$ cat src/design/wake_rate_defs.svh
// Offsets, field positions, reset values and codes for the wake rate select block.
`ifndef WAKE_RATE_DEFS_SVH
`define WAKE_RATE_DEFS_SVH
`define WRC_ADDR          8'h11
`define SHADOW_DATA_ADDR  8'h29
`define POWER_MODE_ADDR   8'h1c
`define WRC_RESET         8'h00
`define SHADOW_RESET      8'h00
`define PM_RESET          8'h00
`define WR_SEL_LSB        0
`define WR_SEL_MSB        3
`define WIN_SEL_LSB       4
`define WIN_SEL_MSB       6
`define UNUSED_BIT_POS    7
`define PM_WAKE_LSB       0
`define PM_WAKE_MSB       2
`define PM_SNIFF_LSB      4
`define PM_SNIFF_MSB      6
`define PM_ULP            3'h3
`define PM_LP             3'h0
`define PM_PREC           3'h4
`define RATE_CODE_MIN     4'h5
`define RATE_CODE_MAX     4'hc
`define RATE_CODE_SW      4'hf
`endif

$ cat src/design/wake_rate_pkg.sv
// Types shared by the wake rate select block.
`default_nettype none
package wake_rate_pkg;
   // Shadow window address decoded from the select field.
   typedef enum logic [2:0] {
      WIN_OFF, WIN_BIAS, WIN_WFREQ, WIN_SFREQ,
      WIN_WCNT_LO, WIN_WCNT_HI, WIN_SCNT_LO, WIN_SCNT_HI
   } win_sel_t;
   // Power mode class used to look up an output rate.
   typedef enum logic [1:0] {PM_CLASS_ULP, PM_CLASS_LP, PM_CLASS_PREC, PM_CLASS_BAD} pm_class_t;
   // Register bus request bundle.
   typedef struct packed {
      logic [7:0] addr;
      logic [7:0] wdata;
      logic       wr;
      logic       rd;
   } bus_req_t;
   // Resolved wake sampling configuration handed to the sample sequencer.
   typedef struct packed {
      logic [3:0]  rate_code;
      logic [2:0]  power_mode;
      logic        rate_valid;
      logic        sw_rate;
      logic [10:0] rate_hz;
   } wake_cfg_t;
endpackage
`default_nettype wire

$ cat src/design/wake_rate_select.sv
// Wake rate configuration register with shadow window onto the software rate registers.
//
// Chosen here: the address-and-strobe port.
`timescale 1ns/100ps
`default_nettype none
`include "wake_rate_defs.svh"
module wake_rate_select
   import wake_rate_pkg::*;
(
   input  wire logic        core_clk,           // Core clock, 250 MHz.
   input  wire logic        rst_n,              // Synchronous reset, active low.
   input  wire bus_req_t    bus_req,            // Register bus request.
   output logic [7:0]       rdata,              // Read data, valid the cycle after a read.
   output var wake_cfg_t    wake_cfg,           // Resolved wake sampling configuration.
   output logic [2:0]       sniff_power_mode,   // Power mode governing sniff rates.
   output logic             manual_rate_en,     // Software defined rate registers in use.
   output logic [3:0]       watch_bias_threshold,    // Sniff bias threshold nibble.
   output logic [3:0]       sampling_bias_threshold, // Wake bias threshold nibble.
   output logic [4:0]       sampling_freq_pick,      // Wake frequency pick.
   output logic [4:0]       watch_freq_pick,         // Sniff frequency pick.
   output logic [15:0]      sampling_clk_count,      // Wake rate clock count.
   output logic [15:0]      watch_clk_count          // Sniff rate clock count.
);
   // Stored registers, and the combinational next read data.
   logic [6:0]  wrc_ff;            // Rate register, bit seven is not kept.
   logic [7:0]  pm_ff;             // Power mode register copy.
   logic [7:0]  bias_ff;           // Threshold nibbles, sniff in the upper half.
   logic [4:0]  wfreq_ff;          // Wake frequency pick.
   logic [4:0]  sfreq_ff;          // Sniff frequency pick.
   logic [15:0] wcnt_ff;           // Wake clock count.
   logic [15:0] scnt_ff;           // Sniff clock count.
   logic [7:0]  rdata_ff;          // Registered read data.
   logic [7:0]  nxt_rdata;         // Read data for the next cycle.

   // Decoded fields and strobes.
   wire logic [3:0] rate_code  = wrc_ff[`WR_SEL_MSB:`WR_SEL_LSB];
   wire win_sel_t   win_sel    = win_sel_t'(wrc_ff[`WIN_SEL_MSB:`WIN_SEL_LSB]);
   wire logic [2:0] wake_pm    = pm_ff[`PM_WAKE_MSB:`PM_WAKE_LSB];
   wire logic       hit_wrc    = bus_req.addr == `WRC_ADDR;
   wire logic       hit_shadow = bus_req.addr == `SHADOW_DATA_ADDR;
   wire logic       hit_pm     = bus_req.addr == `POWER_MODE_ADDR;
   wire logic       wr_wrc     = bus_req.wr && hit_wrc;
   wire logic       wr_pm      = bus_req.wr && hit_pm;
   // Window writes land only when a shadow register is selected.
   wire logic       wr_win     = bus_req.wr && hit_shadow && (win_sel != WIN_OFF);

   // Map the power mode field onto the three documented classes.
   wire pm_class_t  pm_class = (wake_pm == `PM_ULP)  ? PM_CLASS_ULP :
                               (wake_pm == `PM_LP)   ? PM_CLASS_LP  :
                               (wake_pm == `PM_PREC) ? PM_CLASS_PREC : PM_CLASS_BAD;

   // Rate lookup in Hz; zero marks a combination that is unavailable.
   function automatic logic [10:0] rate_lookup(input logic [3:0] code, input pm_class_t cls);
      logic [10:0] r;
      r = 11'h000;
      unique case (cls)
         // Ultra low power has no rate for code five.
         PM_CLASS_ULP: begin
            case (code)
               4'h6: r = 11'd25;
               4'h7: r = 11'd50;
               4'h8: r = 11'd100;
               4'h9: r = 11'd190;
               4'ha: r = 11'd380;
               4'hb: r = 11'd750;
               4'hc: r = 11'd1100;
               4'hf: r = 11'd1300;
               default: r = 11'h000;
            endcase
         end
         // Low power stops at code eleven apart from the software rate.
         PM_CLASS_LP: begin
            case (code)
               4'h5: r = 11'd14;
               4'h6: r = 11'd28;
               4'h7: r = 11'd54;
               4'h8: r = 11'd105;
               4'h9: r = 11'd210;
               4'ha: r = 11'd400;
               4'hb: r = 11'd600;
               4'hf: r = 11'd750;
               default: r = 11'h000;
            endcase
         end
         // Precision trades the higher rates for lower noise and stops at code eight.
         PM_CLASS_PREC: begin
            case (code)
               4'h5: r = 11'd14;
               4'h6: r = 11'd28;
               4'h7: r = 11'd55;
               4'h8: r = 11'd80;
               4'hf: r = 11'd100;
               default: r = 11'h000;
            endcase
         end
         PM_CLASS_BAD: r = 11'h000;
      endcase
      return r;
   endfunction

   // Accepted code set; codes outside it never raise rate_valid.
   wire logic code_ok = ((rate_code >= `RATE_CODE_MIN) && (rate_code <= `RATE_CODE_MAX)) ||
                        (rate_code == `RATE_CODE_SW);
   wire logic [10:0] rate_hz = rate_lookup(rate_code, pm_class);

   // Rate and power mode registers; rate register bit seven is dropped so it always reads zero.
   always_ff @(posedge core_clk) begin
      if (!rst_n) begin
         wrc_ff <= 7'(`WRC_RESET);
         pm_ff  <= `PM_RESET;
      end else begin
         if (wr_wrc) begin
            wrc_ff <= bus_req.wdata[6:0];
         end
         if (wr_pm) begin
            pm_ff <= bus_req.wdata;
         end
      end
   end

   // Shadow registers behind the shared data port, steered by the select field.
   always_ff @(posedge core_clk) begin
      if (!rst_n) begin
         bias_ff  <= `SHADOW_RESET;
         wfreq_ff <= 5'(`SHADOW_RESET);
         sfreq_ff <= 5'(`SHADOW_RESET);
         wcnt_ff  <= 16'(`SHADOW_RESET);
         scnt_ff  <= 16'(`SHADOW_RESET);
      end else if (wr_win) begin
         unique case (win_sel)
            WIN_OFF:     bias_ff <= bias_ff;
            WIN_BIAS:    bias_ff <= bus_req.wdata;
            WIN_WFREQ:   wfreq_ff <= bus_req.wdata[4:0];
            WIN_SFREQ:   sfreq_ff <= bus_req.wdata[4:0];
            WIN_WCNT_LO: wcnt_ff[7:0] <= bus_req.wdata;
            WIN_WCNT_HI: wcnt_ff[15:8] <= bus_req.wdata;
            WIN_SCNT_LO: scnt_ff[7:0] <= bus_req.wdata;
            WIN_SCNT_HI: scnt_ff[15:8] <= bus_req.wdata;
         endcase
      end
   end

   // Window read data; upper bits of the picks read as zero.
   wire logic [7:0] win_rdata =
      (win_sel == WIN_BIAS)    ? bias_ff :
      (win_sel == WIN_WFREQ)   ? {3'h0, wfreq_ff} :
      (win_sel == WIN_SFREQ)   ? {3'h0, sfreq_ff} :
      (win_sel == WIN_WCNT_LO) ? wcnt_ff[7:0] :
      (win_sel == WIN_WCNT_HI) ? wcnt_ff[15:8] :
      (win_sel == WIN_SCNT_LO) ? scnt_ff[7:0] :
      (win_sel == WIN_SCNT_HI) ? scnt_ff[15:8] : 8'h00;

   // Read multiplexer; unmapped addresses read zero.
   always_comb begin
      nxt_rdata = 8'h00;
      if (bus_req.rd) begin
         if (hit_wrc) begin
            nxt_rdata = {1'b0, wrc_ff};
         end else if (hit_pm) begin
            nxt_rdata = pm_ff;
         end else if (hit_shadow) begin
            nxt_rdata = win_rdata;
         end
      end
   end

   // Read data is held one cycle only, then drops to zero.
   always_ff @(posedge core_clk) begin
      if (!rst_n) begin
         rdata_ff <= 8'h00;
      end else begin
         rdata_ff <= nxt_rdata;
      end
   end

   // Outputs.
   assign rdata                   = rdata_ff;
   // The resolved configuration is one bundle driven from a single place.
   assign wake_cfg = '{
      rate_code:  rate_code,
      power_mode: wake_pm,
      rate_valid: code_ok && (rate_hz != 11'h000),
      sw_rate:    rate_code == `RATE_CODE_SW,
      rate_hz:    rate_hz
   };
   assign sniff_power_mode        = pm_ff[`PM_SNIFF_MSB:`PM_SNIFF_LSB];
   assign manual_rate_en          = win_sel != WIN_OFF;
   assign watch_bias_threshold    = bias_ff[7:4];
   assign sampling_bias_threshold = bias_ff[3:0];
   assign sampling_freq_pick      = wfreq_ff;
   assign watch_freq_pick         = sfreq_ff;
   assign sampling_clk_count      = wcnt_ff;
   assign watch_clk_count         = scnt_ff;

   // Assertions.
   // Each check is masked while reset is low, so the first edge after release starts clean.

   // The rate register reads back its seven kept bits with bit seven clear.
   property p_rd_wrc;
      @(posedge core_clk) disable iff (!rst_n)
         bus_req.rd && hit_wrc |=> rdata == {1'b0, $past(wrc_ff)};
   endproperty
   a_rd_wrc: assert property (p_rd_wrc) else $error("rate register readback wrong");

   // A write to the rate register keeps the low seven data bits.
   property p_bit7;
      @(posedge core_clk) disable iff (!rst_n)
         wr_wrc |=> wrc_ff == $past(bus_req.wdata[6:0]);
   endproperty
   a_bit7: assert property (p_bit7) else $error("rate register write lost");

   // Low power code eleven resolves to six hundred samples per second.
   property p_lp_rate;
      @(posedge core_clk) disable iff (!rst_n)
         (wake_pm == 3'h0 && rate_code == 4'hb) |-> rate_hz == 11'd600;
   endproperty
   a_lp_rate: assert property (p_lp_rate) else $error("low power rate wrong");

   // Ultra low power has no rate for code five.
   property p_ulp_na;
      @(posedge core_clk) disable iff (!rst_n)
         (wake_pm == 3'h3 && rate_code == 4'h5) |-> !wake_cfg.rate_valid;
   endproperty
   a_ulp_na: assert property (p_ulp_na) else $error("unavailable rate marked valid");

   // Precision has no rate for codes nine to twelve.
   property p_prec_na;
      @(posedge core_clk) disable iff (!rst_n)
         (wake_pm == 3'h4 && rate_code inside {[4'h9:4'hc]}) |-> !wake_cfg.rate_valid;
   endproperty
   a_prec_na: assert property (p_prec_na) else $error("precision rate marked valid");

   // Codes zero, thirteen and fourteen, outside the accepted set, never resolve to a valid rate.
   property p_bad_code;
      @(posedge core_clk) disable iff (!rst_n)
         (rate_code inside {4'hd, 4'he, 4'h0}) |-> !wake_cfg.rate_valid;
   endproperty
   a_bad_code: assert property (p_bad_code) else $error("illegal code marked valid");

   // Sniff power mode follows bits six to four of the power mode register.
   property p_sniff_pm;
      @(posedge core_clk) disable iff (!rst_n)
         wr_pm |=> sniff_power_mode == $past(bus_req.wdata[6:4]);
   endproperty
   a_sniff_pm: assert property (p_sniff_pm) else $error("sniff power mode wrong");

   // Wake power mode follows bits two to zero of the power mode register.
   property p_wake_pm;
      @(posedge core_clk) disable iff (!rst_n)
         wr_pm |=> wake_cfg.power_mode == $past(bus_req.wdata[2:0]);
   endproperty
   a_wake_pm: assert property (p_wake_pm) else $error("wake power mode wrong");

   // Shadow writes with the window closed leave every shadow register alone.
   property p_off_nowrite;
      @(posedge core_clk) disable iff (!rst_n)
         (bus_req.wr && hit_shadow && win_sel == WIN_OFF) |=>
         $stable(wcnt_ff) && $stable(scnt_ff) && $stable(bias_ff) &&
         $stable(wfreq_ff) && $stable(sfreq_ff);
   endproperty
   a_off_nowrite: assert property (p_off_nowrite) else $error("window off write leaked");

   // Reads with the window closed return zero.
   property p_off_read;
      @(posedge core_clk) disable iff (!rst_n)
         (bus_req.rd && hit_shadow && win_sel == WIN_OFF) |=> rdata == 8'h00;
   endproperty
   a_off_read: assert property (p_off_read) else $error("window off read not zero");

   // Both picks read back with their three upper bits clear.
   property p_pick_zero;
      @(posedge core_clk) disable iff (!rst_n)
         (bus_req.rd && hit_shadow && win_sel inside {WIN_WFREQ, WIN_SFREQ}) |=> rdata[7:5] == 3'h0;
   endproperty
   a_pick_zero: assert property (p_pick_zero) else $error("pick upper bits not zero");

   // A low count byte lands in the low half and leaves the high half.
   property p_wcnt_lo;
      @(posedge core_clk) disable iff (!rst_n)
         (wr_win && win_sel == WIN_WCNT_LO) |=> sampling_clk_count == {$past(wcnt_ff[15:8]), $past(bus_req.wdata)};
   endproperty
   a_wcnt_lo: assert property (p_wcnt_lo) else $error("wake count low byte wrong");

   // A high count byte lands in the upper half of the sniff count.
   property p_cnt_hi;
      @(posedge core_clk) disable iff (!rst_n)
         (wr_win && win_sel == WIN_SCNT_HI) |=> watch_clk_count[15:8] == $past(bus_req.wdata);
   endproperty
   a_cnt_hi: assert property (p_cnt_hi) else $error("sniff count high byte wrong");

   // Manual rate mode follows the select field written to the rate register.
   property p_win_sel;
      @(posedge core_clk) disable iff (!rst_n)
         wr_wrc |=> manual_rate_en == ($past(bus_req.wdata[6:4]) != 3'h0);
   endproperty
   a_win_sel: assert property (p_win_sel) else $error("window select wrong");

   // Main scenarios that the bench must reach.
   c_sw_rate: cover property (@(posedge core_clk) disable iff (!rst_n)
      wake_cfg.sw_rate);
   c_win_rd: cover property (@(posedge core_clk) disable iff (!rst_n)
      bus_req.rd && hit_shadow && manual_rate_en);
   c_valid: cover property (@(posedge core_clk) disable iff (!rst_n)
      wake_cfg.rate_valid && pm_class == PM_CLASS_PREC);
   c_off_write: cover property (@(posedge core_clk) disable iff (!rst_n)
      bus_req.wr && hit_shadow && !manual_rate_en);
endmodule
`default_nettype wire

$ cat config.mk
export PLATFORM = sky130hd
export DESIGN_NAME = wake_rate_select
export DESIGN_NICKNAME = d
export VERILOG_FILES = /design/src/design/wake_rate_pkg.sv /design/src/design/wake_rate_select.sv
export VERILOG_INCLUDE_DIRS = /design/src /design/src/design
export SDC_FILE = /design/constraint.sdc
export NUM_CORES = 1
export LEC_CHECK = 0
export ABC_CLOCK_PERIOD_IN_PS = 3400
export BUFFER_PORTS_ARGS = -buffer_cell sky130_fd_sc_hd__clkbuf_2
export CELL_PAD_IN_SITES_DETAIL_PLACEMENT = 1
export CELL_PAD_IN_SITES_GLOBAL_PLACEMENT = 1
export CORE_MARGIN = 2
export CORE_UTILIZATION = 40
export DETAILED_ROUTE_END_ITERATION = 12
export PLACE_DENSITY = 0.8
export SLEW_MARGIN = 20
export SYNTH_ARGS = -nofsm -noshare
export SYNTH_HDL_FRONTEND = slang
export SYNTH_SLANG_ARGS = --single-unit
$ cat constraint.sdc
create_clock -name core_clk -period 3.4 [get_ports core_clk]
set_input_delay 0.51 -clock core_clk [delete_from_list [all_inputs] [get_ports core_clk]]
set_output_delay 0.51 -clock core_clk [all_outputs]
set_load 0.05 [all_outputs]
==> summary.md, run 1 <==
| Metric | Value |
|---|---|
| Flop pwr share | approximately 57% |
| Register area | roughly 1900 µm² |
| Vias in the first global route | 4198 |
| Die X | 110 µm |
| Max clock buf depth | 2 |
| Largest family of logic cells by synthesized area | simple AND/OR/NAND/NOR gates |
| Mapped Nets | 536 |
| Post-DP HPWL | roughly 11000 µm |
| Post-Syn Area per Cell | 8.76 µm² |
| CP max FO | 12 |
| Post-Synth Simple-Gate Area | approximately 21% |
| # DRC | 0 |
| CP Data Arrival Time | 2.47 ns |
| Switching power | 0.000453 W |
| FF-to-FF path depth | 5 |
| # diodes | 0 |
| Mux cell area share after synthesis | 12.2% |
| R2R Setup Slk | a little under 1 ns |
| Ys Warns | 0 |
| Seq/Total Area, Yosys | about two fifths |
| Hold Path Class | in -> reg |
| Synth area leader | dfxtp_1 |
| Final Max Slew Viols | 0 |
| Post-synth EDFFs | 0 |
| RSZ-0062 raised after global routing | false |
| Rows | 38 |
| Fin nets | 609 |
| Asr flop ratio synth | 0% |
| Synthesized area | 4490 µm² |
| Tcrit/Tclk final | a little under 90% |
| Die Y | 110 µm |
| TritonRoute pass-1 iters | 5 |
| Worst skew pair latency | 0.37 ns |
| Setup Skew | around 0.011 ns |
| CORE AREA | 10900 µm² |
| Post-route setup TNS | 0 ns |
| Max frequency | 335 MHz |
| Io pins | slightly above 100 |
| Lkg Pwr | around 2.2 nW |
| CP max stage cell | dfxtp_1 |
| Final setup violating endpoints | 0 |
| Root Driver | clkbuf_8 |
| Pwr dens | about 370 nW/µm² |
| Layout cells sized above 1 | between 20% and 30% |
| Max Cap Violations | 0 |
| TritonCTS buffer count | 9 |
| Worst IR drop on VDD | 0.213 mV |
| Minimum clock period | around 3.0 ns |
| Gr usage total | 24.3% |
| Critical Path Start Type | register |
| CP max stage delay | about 0.61 ns |
| WL per Instance | just under 20 µm |
| Initial antenna violation count | 0 |
| Logic pwr share | between 3 and 4% |
| GPL Wtd Cong | around 0.87 |
| Clk pwr share | between 30% and 40% |
| Via count | roughly 4200 |
| Final hold violations | 0 |
| Drt total wl | 14200 µm |
| Count leader, synth | dfxtp_1 |
| Starting Density | ~40% |
| Worst slew pin tran | 0.947 ns |
| Top cells by count, synth | dfxtp_1, nor2_1, nand2_1, mux2i_1, clkbuf_1 |
| Internal power | approximately 0.0015 W |
| Crit-path cells | inv_1, a32oi_1, a21oi_1, or3_1, o31a_1, clkbuf_2 |
| FF+latch count, synth | 94 |
| Area grow syn2layout | 16.0% |
| Post-DRT Antenna Nets | 0 |
| Outcome | finished, final reports clean |
| Top cells by area, synth | dfxtp_1, mux2i_1, nor2_1 |
| Fillers | 1312 |
| Via density | between 5 and 6 |
| Synth unique cells | 66 |
| Worst endpoint required time | 2.89 ns |
| Max transition margin | 36.8% |
| Post-synth top area share | between 40% and 50% |
| Crit path kind | reg -> out |
| Largest net degree at the start of global routing | 39 |
| Multi-input logic area | 2310 µm² |
| DR iter-0 viols | 207 |
| Adder-cell share of the synthesized area | 1.12% |
| CTS tree | built |
| Compound-gate portion of the synthesized area | 16.8% |
| Post-CTS Setup Repair Bufs | 0 |
| Port Buffer Count | 101 |
| Syn Inst Count | roughly 500 |
| XOR/XNOR Fraction of Synth Area | less than 1% |
| Wire length of the first global-routing pass | 22400 µm |
| CTS H-Tree Depth | 3 |
| Main synth FF type | dfxtp_1 |
| Sw Ratio | approximately a quarter |
| CTS Sinks | 94 |
| Worst-path clk slew | 0.09 ns |
| CTS Hold Bufs | 0 |
| Hold Crit Depth | 3 |
| Total gr overflow | 0 |
| Die area | approximately 12000 µm² |
| Endpoint class of the critical path | output port |
| Post-route design area | 5200 µm² |
| Post-DP Area | around 5000 µm² |
| Post-CTS Resized | 0 |
cells by family (layout without fill, tap and decap cells):
group	Yosys count	after routing
DFF	94	94
muxes	45	45
and+or+nand+nor	191	191
adders and majority gates	4	4
AOI/OAI and AO/OA	112	112
buffers and inverters	65	143
xor gates and xnor gates	1	1
worst paths after layout:
check	from	to
setup / recovery	wrc_ff[0]$_SDFFE_PN0N_	wake_cfg[12]
hold / removal	bus_req[9]	pm_ff[7]$_SDFFE_PN0P_
setup reg to reg	wrc_ff[4]$_SDFFE_PN0N_	bias_ff[7]$_SDFFE_PN0P_
hold reg to reg	pm_ff[3]$_SDFFE_PN0P_	pm_ff[3]$_SDFFE_PN0P_
metal layers:
layer / vias to the layer above / track usage (%) / share of wire [%]
li1: 1962 / - / -
met1: 2059 / 32.5 / 44
met2: 160 / 39.7 / 48
met3: 17 / 4.21 / 6.4
met4: 0 / 7.96 / 1.5
met5: - / 0 / 0
final cells by class:
cell class	instances	area share (%)
Clock inverter	5	1.13
Inverter	15	1.13
Multi-Input combinational cell	353	44.4
Clock buffer	11	2.52
Sequential cell	94	36.2
Timing Repair Buffer	112	11.3
Tap cell	140	3.37
worst max-delay path: cells and delay by family (launching register included):
family | cells | cell delay, ns
DFF | 1 | 0.61
buffers and inverters | 2 | 0.49
and+or+nand+nor | 1 | 0.36
AOI/OAI and AO/OA | 3 | 0.64
cells in the final DEF, fill, tap and decap left out, types with 7 or more instances in the layout:
master / instances
or3_1: 9
clkbuf_2: 101
nand2_1: 59
clkbuf_8: 9
mux2i_1: 35
nor2b_1: 7
mux4_2: 7
a21oi_1: 29
a31o_2: 10
a31oi_1: 7
a22oi_1: 13
nand3_1: 18
inv_1: 13
o22ai_1: 11
buf_4: 11
dfxtp_1: 94
o21ai_0: 16
nor2_1: 60
power by group through the flow:
stage	Clock (W)	Combinational, W	Sequential (W)
4_1_cts	0.000749	0.0000718	0.00110
2_1_floorplan	0	0.0000392	0.00113
6_report	0.000740	0.0000729	0.00110
5_1_grt	0.000792	0.0000784	0.00110
3_5_place_dp	0	0.0000715	0.00113
3_3_place_gp	0	0.0000694	0.00113
through the flow:
stage / setup WS (ns) / util, % / hold slack, ns / total power [W] / std cells
3_3_place_gp: 0.632 / 46.0 / 0.449 / 0.00120 / 714
5_1_grt: 0.217 / 47.8 / 0.465 / 0.00197 / 730
3_5_place_dp: 0.563 / 46.0 / 0.452 / 0.00120 / 714
6_report: 0.419 / 47.8 / 0.457 / 0.00191 / 730
2_1_floorplan: 0.402 / - / 0.437 / 0.00117 / 512
4_1_cts: 0.413 / 47.8 / 0.450 / 0.00192 / 730
(Power assumes the default switching activity.)
==> inputs of run 2 (changes only) <==
- CELL_PAD_IN_SITES_GLOBAL_PLACEMENT: 1 -> 2
- CORE_UTILIZATION: 40 -> 32
- PLACE_DENSITY: 0.8 -> 0.81
==> summary.md, run 2 (same netlist as run 1, synthesis figures left out) <==
| Metric | Value |
|---|---|
| Crit path kind | reg -> out |
| R2R Setup Slk | a little over 1 ns |
| Hold Path End | pm_ff[7]$_SDFFE_PN0P_ |
| # DRC | 0 |
| Commonest non-fill, non-tap cells in the layout | clkbuf_2, dfxtp_1, nor2_1 |
| CP max stage delay | 0.40 ns |
| Die X | 122 µm |
| TritonCTS buffer count | 9 |
| Endpoint class of the critical path | output port |
| Met3 usage | 3.25% |
| Fin nets | between 600 and 700 |
| Outcome | finished, final reports clean |
| Met1 usage | 27.2% |
| Minimum clock period | 2.94 ns |
| Setup Skew | 0.00808 ns |
| Lkg Pwr | about 2.3 nW |
| Drt total wl | 14300 µm |
| Grt peak-use layer | met2 |
| CTS Hold Bufs | 0 |
| Final Max Slew Viols | 0 |
| Io pins | just over 100 |
| DR iter-0 viols | 238 |
| Starting Density | 32.6% |
| Hold Crit Depth | 2 |
| CP max stage cell | or3_1 |
| Post-CTS Resized | 0 |
| Worst skew pair latency | 0.35 ns |
| Layout cells sized above 1 | 27.9% |
| CP Data Arrival Time | roughly 2.4 ns |
| Root Driver | clkbuf_16 |
| R2R Path End | rdata[1]$_SDFF_PN0_ |
| Met2 usage in global routing | 30.9% |
| FF-to-FF path depth | 4 |
| CTS Sinks | 94 |
| CORE AREA | 13800 µm² |
| Max frequency | 340 MHz |
| Final hold violations | 0 |
| Largest net degree at the start of global routing | 38 |
| Worst slew pin tran | 0.926 ns |
| Post-CTS Setup Repair Bufs | 0 |
| Max transition margin | 38.2% |
| CTS H-Tree Depth | 3 |
| Total gr overflow | 0 |
| Commonest non-fill, non-tap cell in the layout | clkbuf_2 |
| Hold Path Class | reg -> reg |
| Post-DRT Antenna Nets | 0 |
| Worst Hold Launch | pm_ff[7]$_SDFFE_PN0P_ |
| Vias in the first global route | 4057 |
| Max clock buf depth | 2 |
| GPL Wtd Cong | 0.778 |
| Worst IR drop on VDD | 0.214 mV |
| CP max FO | 12 |
| Post-DP HPWL | 10600 µm |
| Initial antenna violation count | 0 |
| Fillers | 1698 |
| # diodes | 0 |
| Die area | 15000 µm² |
| Critical Path Start Type | register |
| Pwr dens | 401 nW/µm² |
| CTS tree | built |
| Wire length of the first global-routing pass | 22500 µm |
| Max Cap Violations | 0 |
| WL per Instance | 18.4 µm |
| Crit-path cells | and2_1, a22oi_1, a31oi_1, or3_1, o31a_1, clkbuf_2 |
| Worst r2r src | wrc_ff[5]$_SDFFE_PN0N_ |
| RSZ-0062 raised after global routing | false |
| Worst endpoint required time | 2.89 ns |
| Rows | 43 |
| Port Buffer Count | just over 100 |
| Via count | 4050 |
| Final setup violating endpoints | 0 |
| Area grow syn2layout | 20.2% |
| Post-route setup TNS | 0 ns |
| Hold WS | 0.460 ns |
| Gr usage total | 19.5% |
| Worst-path clk slew | 0.07 ns |
| Tcrit/Tclk final | 86.6% |
| Via density | 5.23 |
| TritonRoute pass-1 iters | 5 |
| Die Y | 122 µm |
## run 2: cell types whose count changed in the layout (fill, tap and decap cells not counted), sizes merged
cell    change
bufinv      -1
inv         -1
buf         +5
clkinv      -1
clkbuf      +3
## run 2: worst max-delay path by stage
stage,startpoint,slack [ns],to,depth (start not counted)
after floorplan,pm_ff[0]$_SDFFE_PN0P_,0.40,wake_cfg[12],6
final,pm_ff[1]$_SDFFE_PN0P_,0.46,wake_cfg[12],6
after detailed placement,bus_req[17],0.58,register,7
after CTS,pm_ff[1]$_SDFFE_PN0P_,0.44,wake_cfg[12],6
after global placement,bus_req[17],0.64,register,7
after global routing,pm_ff[1]$_SDFFE_PN0P_,0.31,wake_cfg[12],6
## run 2: per-layer routing
metal	routed length, µm	vias up
li1	-	1973
met1	6870	1969
met2	6670	100
met3	609	8
met4	127	0
met5	0	-
## run 2: report_power, final
part | internal (W) | leakage [nW] | switching (W)
Clock | 0.000557 | 0.135 | 0.000429
Combinational | 0.0000192 | 1.36 | 0.0000550
Sequential | 0.00110 | 0.757 | 0.000000768
Total | 0.00168 | 2.25 | 0.000485
## run 2: worst max-delay path: cells and delay by family, from the launching register on
| family | cells | cell delay (ns) |
|---|---|---|
| DFF | 1 | 0.37 |
| AOI/OAI and AO/OA | 3 | 0.75 |
| and+or+nand+nor | 2 | 0.72 |
| buffers and inverters | 1 | 0.24 |
## run 2: cell type report
cell class | instances | area, µm² | area share [%]
Sequential cell | 94 | 1880 | 34.9
Timing Repair Buffer | 117 | 626 | 11.6
Tap cell | 180 | 225 | 4.18
Clock buffer | 14 | 274 | 5.08
Inverter | 15 | 58.8 | 1.09
Multi-Input combinational cell | 353 | 2310 | 42.9
Clock inverter | 2 | 15.0 | 0.279
## run 2: stage by stage
stage / power (W) / instances / instance area [µm²] / utilization (%) / worst slack (ns)
2_1_floorplan: 0.00117 / 512 / 4490 / - / 0.402
3_3_place_gp: 0.00120 / 759 / 5100 / 37.0 / 0.644
3_5_place_dp: 0.00120 / 759 / 5100 / 37.0 / 0.582
4_1_cts: 0.00218 / 775 / 5390 / 39.1 / 0.443
5_1_grt: 0.00223 / 775 / 5390 / 39.1 / 0.312
6_report: 0.00216 / 775 / 5390 / 39.1 / 0.456
==> inputs of run 3 (changes only) <==
- CORE_MARGIN: 2 -> default
==> summary.md, run 3 (same netlist as run 1, synthesis figures left out) <==
| Metric | Value |
|---|---|
| Max frequency | 340 MHz |
| Post-DRT Antenna Nets | 0 |
| Die Y | 120 µm |
| Post-CTS Resized | 0 |
| Post-DP Area | approximately 5100 µm² |
| Die X | 120 µm |
| Post-CTS Setup Repair Bufs | 0 |
| CP max FO | 12 |
| Tcrit/Tclk final | 86.6% |
| Largest net degree at the start of global routing | 39 |
| TritonCTS buffer count | 9 |
| Die area | 14500 µm² |
| Lkg Pwr | 2.27 nW |
| CTS H-Tree Depth | 3 |
| Worst endpoint required time | approximately 2.9 ns |
| Worst-path clk slew | 0.06 ns |
| Endpoint class of the critical path | output port |
| Gr usage total | between 20 and 25% |
| Multi-input logic area | 2310 µm² |
| Final worst slack | 0.456 ns |
| Fillers | 1626 |
| Post-route setup TNS | 0 ns |
| Setup Skew | roughly 0.007 ns |
| # DRC | 0 |
| RSZ-0062 raised after global routing | false |
| Pre-CTS setup slack | 0.615 ns |
| Starting Density | 33.3% |
| Flop pwr share | between 40% and 50% |
| Sw Ratio | 21.5% |
| Max transition margin | 35.3% |
| Max clock buf depth | 2 |
| Rows | between 40 and 50 |
| Drt total wl | 14600 µm |
| Commonest non-fill, non-tap cells in the layout | clkbuf_2, dfxtp_1, nor2_1 |
| # diodes | 0 |
| WL per Instance | 18.9 µm |
| Clk pwr share | 48.2% |
| Pwr dens | 420 nW/µm² |
| Total gr overflow | 0 |
| Worst Hold Launch | pm_ff[3]$_SDFFE_PN0P_ |
| Post-DP HPWL | between 10000 and 15000 µm |
| FF-to-FF path depth | 4 |
| Final hold violations | 0 |
| CTS Hold Bufs | 0 |
| CP Data Arrival Time | 2.43 ns |
| Fin nets | 613 |
| Worst IR drop on VDD | 0.204 mV |
| R2R Path End | rdata[1]$_SDFF_PN0_ |
| Hold Path Class | reg -> reg |
| CTS Sinks | 94 |
| DR iter-0 viols | 218 |
| Outcome | finished, final reports clean |
| Worst skew pair latency | 0.35 ns |
| Io pins | 102 |
| Internal power | 0.00179 W |
| Initial antenna violation count | 0 |
| Hold Crit Depth | 2 |
| GPL Wtd Cong | 0.835 |
| Register area | 1880 µm² |
| Final Max Slew Viols | 0 |
| CORE AREA | 13500 µm² |
| Port Buffer Count | between 100 and 150 |
| R2R Setup Slk | 1.03 ns |
| Commonest non-fill, non-tap cell in the layout | clkbuf_2 |
| Via density | 5.33 |
| CTS tree | built |
| Crit path kind | reg -> out |
| Post-route design area | 5410 µm² |
| Minimum clock period | 2.94 ns |
| Worst slew pin tran | roughly 0.97 ns |
| Switching power | 0.000488 W |
| Layout cells sized above 1 | 27.9% |
| Hold Path End | pm_ff[3]$_SDFFE_PN0P_ |
| Logic pwr share | 3.3% |
| TritonRoute pass-1 iters | 5 |
| Critical Path Start Type | register |
| Via count | 4102 |
| Worst r2r src | wrc_ff[4]$_SDFFE_PN0N_ |
| Area grow syn2layout | 20.7% |
| Overall power | 0.00227 W |
| Vias in the first global route | around 4100 |
| Max Cap Violations | 0 |
| Wire length of the first global-routing pass | 22900 µm |
| Final setup violating endpoints | 0 |
| Root Driver | clkbuf_16 |
==> run 3: area by class of cell <==
type / count / area share (%)
well taps: 176 / 4.07
inverters: 15 / 1.09
clock inverters: 5 / 1.50
clock buffers: 11 / 4.48
repair buffers: 116 / 11.4
flip-flops and latches: 94 / 34.8
multi-input cells: 353 / 42.7
==> run 3: per-layer routing <==
layer | GRT usage (%) | wire, µm | vias up | share of wire [%]
met5 | 0 | 0 | - | 0
met4 | 7.33 | 107 | 0 | 0.73
met3 | 2.64 | 736 | 6 | 5.1
met2 | 33.4 | 6980 | 108 | 48
met1 | 28.0 | 6740 | 2017 | 46
li1 | - | - | 1971 | -
==> run 3: power groups by stage <==
| stage | clock network (W) | logic [W] | registers (W) |
|---|---|---|---|
| 6_report | 0.00110 | 0.0000752 | 0.00110 |
| 3_3_place_gp | 0 | 0.0000726 | 0.00113 |
| 4_1_cts | 0.00112 | 0.0000760 | 0.00110 |
| 5_1_grt | 0.00116 | 0.0000816 | 0.00110 |
| 2_1_floorplan | 0 | 0.0000392 | 0.00113 |
| 3_5_place_dp | 0 | 0.0000755 | 0.00113 |
==> run 3: worst max path at each step <==
stage	from	endpoint	slack (ns)
after global routing	wrc_ff[0]$_SDFFE_PN0N_	wake_cfg[12]	0.33
after CTS	wrc_ff[0]$_SDFFE_PN0N_	wake_cfg[12]	0.44
after floorplan	pm_ff[0]$_SDFFE_PN0P_	wake_cfg[12]	0.40
after global placement	bus_req[17]	register	0.66
final	wrc_ff[0]$_SDFFE_PN0N_	wake_cfg[12]	0.46
after detailed placement	bus_req[17]	register	0.61
==> run 3: critical path, stage by stage, from the launching register on <==
cell	delay (ns)
dfxtp_1	0.59
inv_1	0.24
a32oi_1	0.28
a21oi_1	0.10
or3_1	0.36
o31a_1	0.29
clkbuf_2	0.23
==> run 3: stage by stage <==
stage | hold slack [ns] | instances | util, %
2_1_floorplan | 0.437 | 512 | -
3_3_place_gp | 0.446 | 754 | 37.8
3_5_place_dp | 0.451 | 754 | 37.8
4_1_cts | 0.460 | 770 | 40.2
5_1_grt | 0.474 | 770 | 40.2
6_report | 0.459 | 770 | 40.2
